**src/common/rftc_pkg.sv**
```systemverilog
// Shared constants and types for the RF frame transmit control block
package rftc_pkg;

   // Register offsets
   localparam logic [7:0] FRAME_LEN_OFF = 8'h31;
   localparam logic [7:0] CTRL_OFF = 8'h32;
   localparam logic [7:0] FCOUNT_OFF = 8'h33;
   localparam logic [7:0] STATUS_OFF = 8'h37;
   localparam logic [7:0] BANK_LO_OFF = 8'h38;
   localparam logic [7:0] BANK_HI_OFF = 8'h3B;
   localparam logic [7:0] SPACING_OFF = 8'h3C;
   localparam logic [7:0] BUF_BASE_OFF = 8'h40;
   localparam logic [7:0] BUF_LAST_OFF = 8'h4F;

   // Field positions, transmit_start_page_power
   localparam int SEND_BIT = 7;
   localparam int PAGE_BIT = 6;
   localparam int TAIL_BIT = 5;
   // Field positions, frame_count_and_spacing
   localparam int DATA_BIT = 7;
   localparam int PD_BIT = 6;
   localparam int ISP_BIT = 5;
   localparam int IDLY_BIT = 4;
   // Field positions, status and control
   localparam int CFLAG_BIT = 7;
   localparam int EFLAG_BIT = 6;
   localparam int ACK_BIT = 5;
   localparam int MRST_BIT = 4;
   localparam int MODE_LSB = 2;
   localparam int IEN_BIT = 0;

   // Value after reset, and the direct mode code
   localparam logic [7:0] REG_RST = 8'h00;
   localparam logic [1:0] MODE_DIRECT = 2'h3;

   // Message tail length in bit times
   localparam logic [1:0] TAIL_BITS = 2'h2;
   // Oscillator restart lead ahead of the next frame, in ms
   localparam logic [7:0] RESTART_MS = 8'h01;

   // Timing
   localparam int CLK_PERIOD_NS = 10;
   localparam int MS_PERIOD_NS = 1000000;
   localparam int MS_CYCLES = MS_PERIOD_NS / CLK_PERIOD_NS;
   localparam int BIT_RATE_BPS = 9600;
   localparam int BIT_CYCLES = 1000000000 / (CLK_PERIOD_NS * BIT_RATE_BPS);

   typedef enum logic [2:0] {
      ST_IDLE,
      ST_ISPACE,
      ST_FRAME,
      ST_TAIL,
      ST_GAP,
      ST_IRQGAP
   } rftc_state_t;

endpackage : rftc_pkg

```
**src/rtl/rftc_frame_ctrl.sv**
```systemverilog
// RF frame transmit sequencer with its control registers and data buffer
//
// Behaviour
// - Each frame carries frame length field plus one bits, 2 to 256.
// - Frame length zero sends nothing even when start is requested.
// - Setting start sends the data buffer using the frame length.
// - Start clears itself at the end of data and on module reset; the code holds it through the delayed-flag interval.
// - Writing zero to start aborts the transmission at once.
// - Start reads one while sending, zero otherwise.
// - Page bit maps the sixteen access registers onto low or high buffer half.
// - Page bit also switches the register bank at 38 to 3B.
// - Page bit cleared only by system reset, not module reset.
// - Tail enable appends two data-one bit times after each datagram.
// - Direct mode 11 drives the amplifier from the output-state bit.
// - Power-down bit lets the oscillator sleep during interframe waits.
// - Oscillator restarts 1 ms before the interval ends if a frame follows.
// - Initial-space bit inserts the timed delay before the first frame.
// - Without delay, completion flag sets right after the last frame.
// - With delay, completion flag sets one interval after the last frame; the code flags at once when frame count is zero.
// - Frames per datagram is frame count plus one, spaced by the interval.
// - Control fields reset to zero; module reset clears the listed fields.
// - Five-bit power field selects the transmitter output power level.
// - Writing one to acknowledge clears the flags; enable gates the request.
// - Transmit error turns output off, clears start, sets error flag; the code ignores it while idle, even in direct mode.
//
// Chosen here: the strobed register port.
`timescale 1ns/1ns
module rftc_frame_ctrl #(
   parameter int MS_CYCLES = rftc_pkg::MS_CYCLES,  // Clocks per millisecond
   parameter int BIT_CYCLES = rftc_pkg::BIT_CYCLES // Clocks per bit time
) (
   input wire logic clk,            // System clock, 100 MHz
   input wire logic rst_b,          // System reset, async, active low
   input wire logic [7:0] addr,     // Register address
   input wire logic [7:0] wrData,   // Write data
   input wire logic wrEn,           // Write strobe
   input wire logic rdEn,           // Read strobe
   output logic [7:0] rdData,       // Read data, cycle after strobe
   input wire logic txError,        // Lock or oscillator failure
   output logic rfOut,              // Amplifier data state
   output logic paEnable,           // Amplifier on
   output logic xcoPowerOn,         // Oscillator and analog blocks on
   output logic [4:0] powerStep,    // Output power step
   output logic completionFlag,     // Datagram done flag
   output logic errorFlag,          // Transmit error flag
   output logic irqReq              // Flag gated by enable
);

   typedef struct packed {
      rftc_pkg::rftc_state_t st;
      logic [7:0] frameLen;
      logic tailEn;
      logic page;
      logic [4:0] power;
      logic dataState;
      logic pdEn;
      logic ispEn;
      logic idlyEn;
      logic [3:0] fnum;
      logic irqEn;
      logic [1:0] mode;
      logic [7:0] spacing;
      logic cflag;
      logic eflag;
      logic [7:0] bitCnt;
      logic [3:0] frameCnt;
      logic [7:0] msCnt;
      logic [1:0] tailCnt;
      logic txBit;
      logic paOn;
      logic xcoOn;
      logic [7:0] rdData;
      logic [31:0][7:0] buffer;
      logic [7:0][7:0] bank;
   } rftc_regs_t;

   rftc_regs_t s_r;
   rftc_regs_t s_nxt;

   logic bitTick;
   logic msTick;
   logic bitRestart;
   logic msRestart;
   logic startReq;
   logic abortReq;
   logic modReset;
   logic ack;
   logic dataEnd;
   logic done;
   logic setErr;
   logic active;
   logic [7:0] rdVal;

   // Address decode helpers shared by read and write paths
   function automatic logic is_buf(input logic [7:0] a);
      is_buf = (a >= rftc_pkg::BUF_BASE_OFF) && (a <= rftc_pkg::BUF_LAST_OFF);
   endfunction : is_buf

   function automatic logic is_bank(input logic [7:0] a);
      is_bank = (a >= rftc_pkg::BANK_LO_OFF) && (a <= rftc_pkg::BANK_HI_OFF);
   endfunction : is_bank

   function automatic logic [4:0] buf_idx(input logic pg, input logic [7:0] a);
      buf_idx = {pg, a[3:0]};
   endfunction : buf_idx

   function automatic logic [2:0] bank_idx(input logic pg, input logic [7:0] a);
      bank_idx = {pg, a[1:0]};
   endfunction : bank_idx

   // Bit-time and millisecond enables
   rftc_tick_div #(
      .DIV(BIT_CYCLES)
   ) u_bit_div (
      .clk(clk),
      .rst_b(rst_b),
      .restart(bitRestart),
      .tick(bitTick)
   );

   rftc_tick_div #(
      .DIV(MS_CYCLES)
   ) u_ms_div (
      .clk(clk),
      .rst_b(rst_b),
      .restart(msRestart),
      .tick(msTick)
   );

   assign active = (s_r.st != rftc_pkg::ST_IDLE);

   // Read mux, from current register state
   always_comb begin
      rdVal = 8'h00;
      if (addr == rftc_pkg::FRAME_LEN_OFF) begin
         rdVal = s_r.frameLen;
      end else if (addr == rftc_pkg::CTRL_OFF) begin
         rdVal = {active, s_r.page, s_r.tailEn, s_r.power};
      end else if (addr == rftc_pkg::FCOUNT_OFF) begin
         rdVal = {s_r.dataState, s_r.pdEn, s_r.ispEn, s_r.idlyEn, s_r.fnum};
      end else if (addr == rftc_pkg::STATUS_OFF) begin
         rdVal[rftc_pkg::CFLAG_BIT] = s_r.cflag;
         rdVal[rftc_pkg::EFLAG_BIT] = s_r.eflag;
         rdVal[rftc_pkg::MODE_LSB +: 2] = s_r.mode;
         rdVal[rftc_pkg::IEN_BIT] = s_r.irqEn;
      end else if (addr == rftc_pkg::SPACING_OFF) begin
         rdVal = s_r.spacing;
      end else if (is_bank(addr)) begin
         rdVal = s_r.bank[bank_idx(s_r.page, addr)];
      end else if (is_buf(addr)) begin
         rdVal = s_r.buffer[buf_idx(s_r.page, addr)];
      end
   end

   // Register writes, sequencer and outputs
   always_comb begin
      s_nxt = s_r;
      startReq = 1'b0;
      abortReq = 1'b0;
      modReset = 1'b0;
      ack = 1'b0;
      dataEnd = 1'b0;
      done = 1'b0;
      setErr = 1'b0;

      // Software writes; bank and buffer index use the page before the write
      if (wrEn) begin
         if (addr == rftc_pkg::FRAME_LEN_OFF) begin
            s_nxt.frameLen = wrData;
         end else if (addr == rftc_pkg::CTRL_OFF) begin
            s_nxt.page = wrData[rftc_pkg::PAGE_BIT];
            s_nxt.tailEn = wrData[rftc_pkg::TAIL_BIT];
            s_nxt.power = wrData[4:0];
            startReq = wrData[rftc_pkg::SEND_BIT];
            abortReq = !wrData[rftc_pkg::SEND_BIT];
         end else if (addr == rftc_pkg::FCOUNT_OFF) begin
            s_nxt.dataState = wrData[rftc_pkg::DATA_BIT];
            s_nxt.pdEn = wrData[rftc_pkg::PD_BIT];
            s_nxt.ispEn = wrData[rftc_pkg::ISP_BIT];
            s_nxt.idlyEn = wrData[rftc_pkg::IDLY_BIT];
            s_nxt.fnum = wrData[3:0];
         end else if (addr == rftc_pkg::STATUS_OFF) begin
            s_nxt.irqEn = wrData[rftc_pkg::IEN_BIT];
            s_nxt.mode = wrData[rftc_pkg::MODE_LSB +: 2];
            ack = wrData[rftc_pkg::ACK_BIT];
            modReset = wrData[rftc_pkg::MRST_BIT];
         end else if (addr == rftc_pkg::SPACING_OFF) begin
            s_nxt.spacing = wrData;
         end else if (is_bank(addr)) begin
            s_nxt.bank[bank_idx(s_r.page, addr)] = wrData;
         end else if (is_buf(addr)) begin
            s_nxt.buffer[buf_idx(s_r.page, addr)] = wrData;
         end
      end

      // Frame sequencer
      case (s_r.st)
         rftc_pkg::ST_IDLE: begin
            if (startReq && (s_r.frameLen != 8'h00)) begin
               s_nxt.bitCnt = 8'h00;
               s_nxt.frameCnt = 4'h0;
               if (s_r.ispEn) begin
                  s_nxt.st = rftc_pkg::ST_ISPACE;
                  s_nxt.msCnt = s_r.spacing;
               end else begin
                  s_nxt.st = rftc_pkg::ST_FRAME;
               end
            end
         end
         rftc_pkg::ST_ISPACE: begin
            if (s_r.msCnt == 8'h00) begin
               s_nxt.st = rftc_pkg::ST_FRAME;
               s_nxt.bitCnt = 8'h00;
            end else if (msTick) begin
               s_nxt.msCnt = s_r.msCnt - 8'h01;
            end
         end
         rftc_pkg::ST_FRAME: begin
            if (bitTick) begin
               if (s_r.bitCnt == s_r.frameLen) begin
                  if (s_r.frameCnt == s_r.fnum) begin
                     if (s_r.tailEn) begin
                        s_nxt.st = rftc_pkg::ST_TAIL;
                        s_nxt.tailCnt = 2'h0;
                     end else begin
                        dataEnd = 1'b1;
                     end
                  end else begin
                     s_nxt.st = rftc_pkg::ST_GAP;
                     s_nxt.msCnt = s_r.spacing;
                     s_nxt.frameCnt = s_r.frameCnt + 4'h1;
                  end
               end else begin
                  s_nxt.bitCnt = s_r.bitCnt + 8'h01;
               end
            end
         end
         rftc_pkg::ST_TAIL: begin
            if (bitTick) begin
               if (s_r.tailCnt == (rftc_pkg::TAIL_BITS - 2'h1)) begin
                  dataEnd = 1'b1;
               end else begin
                  s_nxt.tailCnt = s_r.tailCnt + 2'h1;
               end
            end
         end
         rftc_pkg::ST_GAP: begin
            if (s_r.msCnt == 8'h00) begin
               s_nxt.st = rftc_pkg::ST_FRAME;
               s_nxt.bitCnt = 8'h00;
            end else if (msTick) begin
               s_nxt.msCnt = s_r.msCnt - 8'h01;
            end
         end
         rftc_pkg::ST_IRQGAP: begin
            if (s_r.msCnt == 8'h00) begin
               done = 1'b1;
            end else if (msTick) begin
               s_nxt.msCnt = s_r.msCnt - 8'h01;
            end
         end
         default: begin
            s_nxt.st = rftc_pkg::ST_IDLE;
         end
      endcase

      // Last frame finished: flag now, or after one more interval
      if (dataEnd) begin
         if (s_r.idlyEn && (s_r.fnum != 4'h0)) begin
            s_nxt.st = rftc_pkg::ST_IRQGAP;
            s_nxt.msCnt = s_r.spacing;
         end else begin
            done = 1'b1;
         end
      end
      if (done) begin
         s_nxt.st = rftc_pkg::ST_IDLE;
      end

      // Module reset beats an error, which beats an abort
      if (modReset) begin
         s_nxt.st = rftc_pkg::ST_IDLE;
         s_nxt.frameLen = rftc_pkg::REG_RST;
         s_nxt.tailEn = 1'b0;
         s_nxt.pdEn = 1'b0;
         s_nxt.ispEn = 1'b0;
         s_nxt.idlyEn = 1'b0;
         s_nxt.fnum = 4'h0;
         done = 1'b0;
         // Page survives here on purpose; only system reset clears it
         s_nxt.page = s_r.page;
      end else if (txError && active) begin
         s_nxt.st = rftc_pkg::ST_IDLE;
         setErr = 1'b1;
         done = 1'b0;
      end else if (abortReq && active) begin
         s_nxt.st = rftc_pkg::ST_IDLE;
         done = 1'b0;
      end

      // Hardware set wins over a same-cycle acknowledge
      s_nxt.cflag = (s_r.cflag && !ack) || done;
      s_nxt.eflag = (s_r.eflag && !ack) || setErr;

      // Amplifier data: buffer bits MSB first within each byte
      s_nxt.txBit = 1'b0;
      s_nxt.paOn = 1'b0;
      if (s_nxt.st == rftc_pkg::ST_FRAME) begin
         s_nxt.txBit = s_nxt.buffer[s_nxt.bitCnt[7:3]][3'h7 - s_nxt.bitCnt[2:0]];
         s_nxt.paOn = 1'b1;
      end else if (s_nxt.st == rftc_pkg::ST_TAIL) begin
         s_nxt.txBit = 1'b1;
         s_nxt.paOn = 1'b1;
      end else if ((s_nxt.st == rftc_pkg::ST_IDLE) && (s_nxt.mode == rftc_pkg::MODE_DIRECT)) begin
         s_nxt.txBit = s_nxt.dataState;
         s_nxt.paOn = 1'b1;
      end
      if (setErr) begin
         s_nxt.paOn = 1'b0;
         s_nxt.txBit = 1'b0;
      end

      // With power-down set, oscillator sleeps in gap and delayed-flag waits, waking one ms early when a frame follows
      s_nxt.xcoOn = (s_nxt.st != rftc_pkg::ST_IDLE);
      if (s_nxt.pdEn) begin
         if (s_nxt.st == rftc_pkg::ST_GAP) begin
            s_nxt.xcoOn = (s_nxt.msCnt <= rftc_pkg::RESTART_MS);
         end else if (s_nxt.st == rftc_pkg::ST_IRQGAP) begin
            s_nxt.xcoOn = 1'b0;
         end
      end

      // Read data stands for exactly one cycle
      s_nxt.rdData = rdEn ? rdVal : 8'h00;
   end

   // Dividers realign on entry so the first bit or ms is full length
   assign bitRestart = (s_nxt.st == rftc_pkg::ST_FRAME) && (s_r.st != rftc_pkg::ST_FRAME);
   assign msRestart = (s_nxt.st != s_r.st);

   // Whole state registered; all control fields clear on system reset
   always_ff @(posedge clk or negedge rst_b) begin
      if (!rst_b) begin
         s_r <= '0;
      end else begin
         s_r <= s_nxt;
      end
   end

   // Outputs straight from flops, request gated by enable
   assign rdData = s_r.rdData;
   assign rfOut = s_r.txBit;
   assign paEnable = s_r.paOn;
   assign xcoPowerOn = s_r.xcoOn;
   assign powerStep = s_r.power;
   assign completionFlag = s_r.cflag;
   assign errorFlag = s_r.eflag;
   assign irqReq = (s_r.cflag || s_r.eflag) && s_r.irqEn;

endmodule : rftc_frame_ctrl

```
**src/rtl/rftc_tick_div.sv**
```systemverilog
// Restartable divider giving a one-cycle enable pulse every DIV clocks
`timescale 1ns/1ns
module rftc_tick_div #(
   parameter int DIV = 1000
) (
   input wire logic clk,     // System clock
   input wire logic rst_b,   // Async reset, active low
   input wire logic restart, // Realign the period to now
   output logic tick         // One-cycle enable pulse
);

   localparam int CW = (DIV > 1) ? $clog2(DIV) : 1;
   localparam logic [CW-1:0] LAST = CW'(DIV - 1);

   typedef struct packed {
      logic [CW-1:0] cnt;
      logic tick;
   } rftc_div_t;

   rftc_div_t s_r;
   rftc_div_t s_nxt;

   // Count up and wrap; restart gives a full period from here
   always_comb begin
      s_nxt = s_r;
      s_nxt.tick = 1'b0;
      if (restart) begin
         s_nxt.cnt = '0;
      end else if (s_r.cnt == LAST) begin
         s_nxt.cnt = '0;
         s_nxt.tick = 1'b1;
      end else begin
         s_nxt.cnt = s_r.cnt + CW'(1);
      end
   end

   always_ff @(posedge clk or negedge rst_b) begin
      if (!rst_b) begin
         s_r <= '0;
      end else begin
         s_r <= s_nxt;
      end
   end

   assign tick = s_r.tick;

endmodule : rftc_tick_div

```
**config.mk**
```make
export PLATFORM = sky130hd
export DESIGN_NAME = rftc_frame_ctrl
export DESIGN_NICKNAME = d
export VERILOG_FILES = /design/src/common/rftc_pkg.sv /design/src/rtl/rftc_frame_ctrl.sv /design/src/rtl/rftc_tick_div.sv
export SDC_FILE = /design/constraint.sdc
export NUM_CORES = 1
export LEC_CHECK = 0
export BUFFER_PORTS_ARGS = -buffer_cell sky130_fd_sc_hd__buf_2
export CAP_MARGIN = 20
export CORE_UTILIZATION = 60
export DETAILED_ROUTE_END_ITERATION = 16
export PLACE_DENSITY = 0.83
export SLEW_MARGIN = 20
export SYNTH_ARGS = -nofsm -noshare
export SYNTH_HDL_FRONTEND = slang
export SYNTH_SLANG_ARGS = --single-unit
```
**constraint.sdc**
```tcl
create_clock -name clk -period 5 [get_ports clk]
set_clock_uncertainty 0.1 [all_clocks]
set_input_delay 1.5 -clock clk [delete_from_list [all_inputs] [get_ports clk]]
set_output_delay 1.5 -clock clk [all_outputs]
set_load 0.05 [all_outputs]
```
==> results.yml <==
sta:
  finalHoldViolations: 0
  timing.final.ws_setup_ns: 0.129
  slew_violations: 0
  setup_tns_ns: 0
  period_needed_ns: 4.87
  rsz0062_at_grt: "no"
  slew_headroom_pct: 18.6
  finalCritPeriodShare_pct: 97.4
  finalSetupViolCount: 0
  tightest_slew_ns: 1.21
  max_freq_mhz: 205
drt:
  detail_route.vias_per_cell: 6.90
  wl_per_cell_um: 26.8
  drt_first_pass_iters: 7
  ant_nets: 0
  wl_mm: 86.5
  vias: 22200
  post-route-drc-count: 0
  drt_iter0_drc: 2678
worst_setup_path:
  critPathCaptureType: "flip-flop"
  arrival_ns: 5.29
  cp.required_ns: 5.42
  max_stage_delay_ns: 0.69
  crit_top_cell: "buf_4"
  crit_start: "addr[1]"
  start_kind: "primary input"
  slowest_stage: "a2111oi_0"
  r2r_start: "s_r[385]"
  critPathKind: "primary input to flip-flop"
  crit_chain: "buf_4, nor3b_1, nand4_2, or4_4, and3_4, nor2_8, inv_2, buf_12, a21boi_1, buf_4, nor2_1, a2111oi_0, buf_4, nor4_1, o311a_1, a31oi_1, o41a_1"
  crit_fanout: 12
floorplanning:
  dieArea_um2: 40500
  initial_core_util_pct: 61.2
  core_area_um2: 38900
  fp.dieW_um: 201
  rows: 72
  fp.dieH_um: 201
  pin_count: 40
place:
  dp_hpwl_mm: 61.7
  portBuffers: 39
  gp_congestion: 1.07
  post-place-ws_ns: -0.332
  place_inst: 3143
logic_synthesis:
  ys.flop_type: "dfrtp_1"
  synth_cell_type_count: 90
  ys_async_sr_fraction_pct: 100
  synth_top_family_by_area: "multiplexers"
  synth_adder_area_share_pct: 0.315
  synth-edff-count: 0
  synth_xor_area_share_pct: 1.80
  syn-num-nets: 2448
  synth_mux_area_share_pct: 17.8
  ys_ff_latch: 425
  synth_cells: 2421
  synth_compound_area_share_pct: 13.9
  synth_simple_gate_area_share_pct: 17.2
  syn_avg_cell_area_um2: 9.84
  syn_area_um2: 23800
  seq_area_frac_synth_pct: 44.7
  yosysWarnings: 0
cts:
  ctsHoldBuffers: 0
  path_clk_slew_ns: 0.06
  cts_made_buffers: 45
  clock_sinks: 425
  cts_tree: "done"
  cts_resized: 0
  cts_buffer_depth: 3
  post_cts_buffers: 0
  clockRootBuffer: "clkbuf_16"
  cts-htree-levels: 2
  clkLatencyLatePin_ns: 0.60
finish:
  postLayoutCoreUtil_pct: 72.6
  stdcell_count: 3226
  synthToLayoutAreaGrowth_pct: 18.6
  fin_nets: 2699
  drive_gt1_share_pct: 26.7
  fillers: 2743
power_and_ir_drop:
  peakVddDrop_uv: 249
  internal_power_uw: 6110
  cellLeakagePower_uw: 0.0132
  p_sw_share_pct: 28.5
  power_frac_seq_pct: 43.7
  power_switching_uw: 2440
  p_total_uw: 8540
  power.clock.fraction_pct: 39.7
  comb_power_share_pct: 16.6
  power.density_nw_per_um2: 302
grt:
  antenna_found_initial: 4
  grt_pass1_wl_mm: 133
  grt_pass1_vias: 22000
  overflow: 0
  grt_max_degree: 119
  track_usage_pct: 43.4
status:
  outcome: "finished clean"
job:
  max-cap-violations: 0
hold_path:
  hp-start: "s_r[332]"
  hold_path_class: "flip-flop to flip-flop"
==> placed cells by master (no fill, tap or decap), types with 14 or more instances in the layout <==
cell type,synthesis,final
buf_2,30,36
nor3_1,60,59
or3_1,53,53
a21oi_1,59,59
mux2_2,129,129
inv_1,27,27
o211ai_1,20,20
and3_1,19,19
xor2_1,34,34
buf_4,20,346
dfrtp_1,425,425
mux2i_1,60,60
o21ai_0,249,249
nand3_1,60,60
o31ai_1,15,15
nand2_1,428,428
a221oi_1,14,14
clkbuf_16,0,45
xnor2_1,15,15
nand4_1,16,16
buf_12,0,19
nor2_1,167,167
mux4_2,96,96
==> cell usage after synthesis (all sizes together) (30+ instances only) <==
master | number | area share, %
a21oi | 61 | 1.3
buf | 69 | 1.7
clkbuf | 130 | 2.0
dfrtp | 425 | 45
inv | 30 | 0.47
mux2 | 130 | 6.1
mux2i | 61 | 2.6
mux4 | 96 | 9.1
nand2 | 428 | 6.7
nand3 | 60 | 1.3
nor2 | 168 | 2.7
nor3 | 60 | 1.3
o21ai | 260 | 5.5
or3 | 53 | 1.4
xor2 | 34 | 1.3
==> kinds of logic (layout without fill, tap and decap cells) <==
group	count (synthesis)	in the layout
AO/OA/AOI/OAI	524	524
buffers and inverters	231	514
multiplexers	287	287
other	0	4
XOR/XNOR	49	49
AND/OR/NAND/NOR	899	899
flip-flops	425	425
adder cells (fa/ha/maj)	6	6
==> power groups by stage <==
stage                     clock [uW]  combinational, uW  sequential (uW)
final                           3390               1420             3740
after global routing            3530               1480             3750
after CTS                       3400               1370             3730
after detailed placement           0               1360             3790
after global placement             0               1330             3780
after floorplan                    0                706             3750
==> layer usage <==
layer  share of wire (%)  wire length (um)  GRT usage, %  vias to the layer above
met1                  38             32700          57.8                    10900
met3                  11              9880          10.7                      379
met5               0.016                14             0                        -
met2                  44             38500          65.8                     1633
li1                    -                 -             -                     9289
met4                 6.3              5420          23.6                        2
==> critical path, delay by kind of cell <==
kind / cells / cell delay [ns]
buf+inv: 5 / 0.75
compound gates: 5 / 1.62
simple gates: 7 / 1.41
==> metrics by stage <==
| step | instance area, um2 | hold WS [ns] |
|---|---|---|
| detailed placement | 26800 | 0.368 |
| floorplan | 23800 | 0.345 |
| CTS | 28200 | 0.380 |
| global route | 28200 | 0.404 |
| finish | 28200 | 0.376 |
| global placement | 26800 | 0.357 |
==> final timing paths <==
check	slack, ns	end	depth (start not counted)
min reg2reg	0.38	s_r[332]	2
min	0.38	s_r[332]	2
max reg2reg	0.53	rfOut	17
min in group asynchronous	0.73	async pin	1
max in group asynchronous	2.98	s_r[151]	2
max	0.13	rfOut	17
==> cell type report <==
type | instances | area [um2] | share of cell area [%]
Tap cell | 518 | 648 | 2.29
Multi-Input combinational cell | 1765 | 12200 | 43.1
Sequential cell | 425 | 10600 | 37.7
Timing Repair Buffer | 403 | 3180 | 11.3
Antenna cell | 4 | 10.0 | 0.0354
Inverter | 32 | 120 | 0.425
Clock inverter | 14 | 186 | 0.660
Clock buffer | 65 | 1280 | 4.54
No activity file was read; power rests on OpenSTA's default activity.
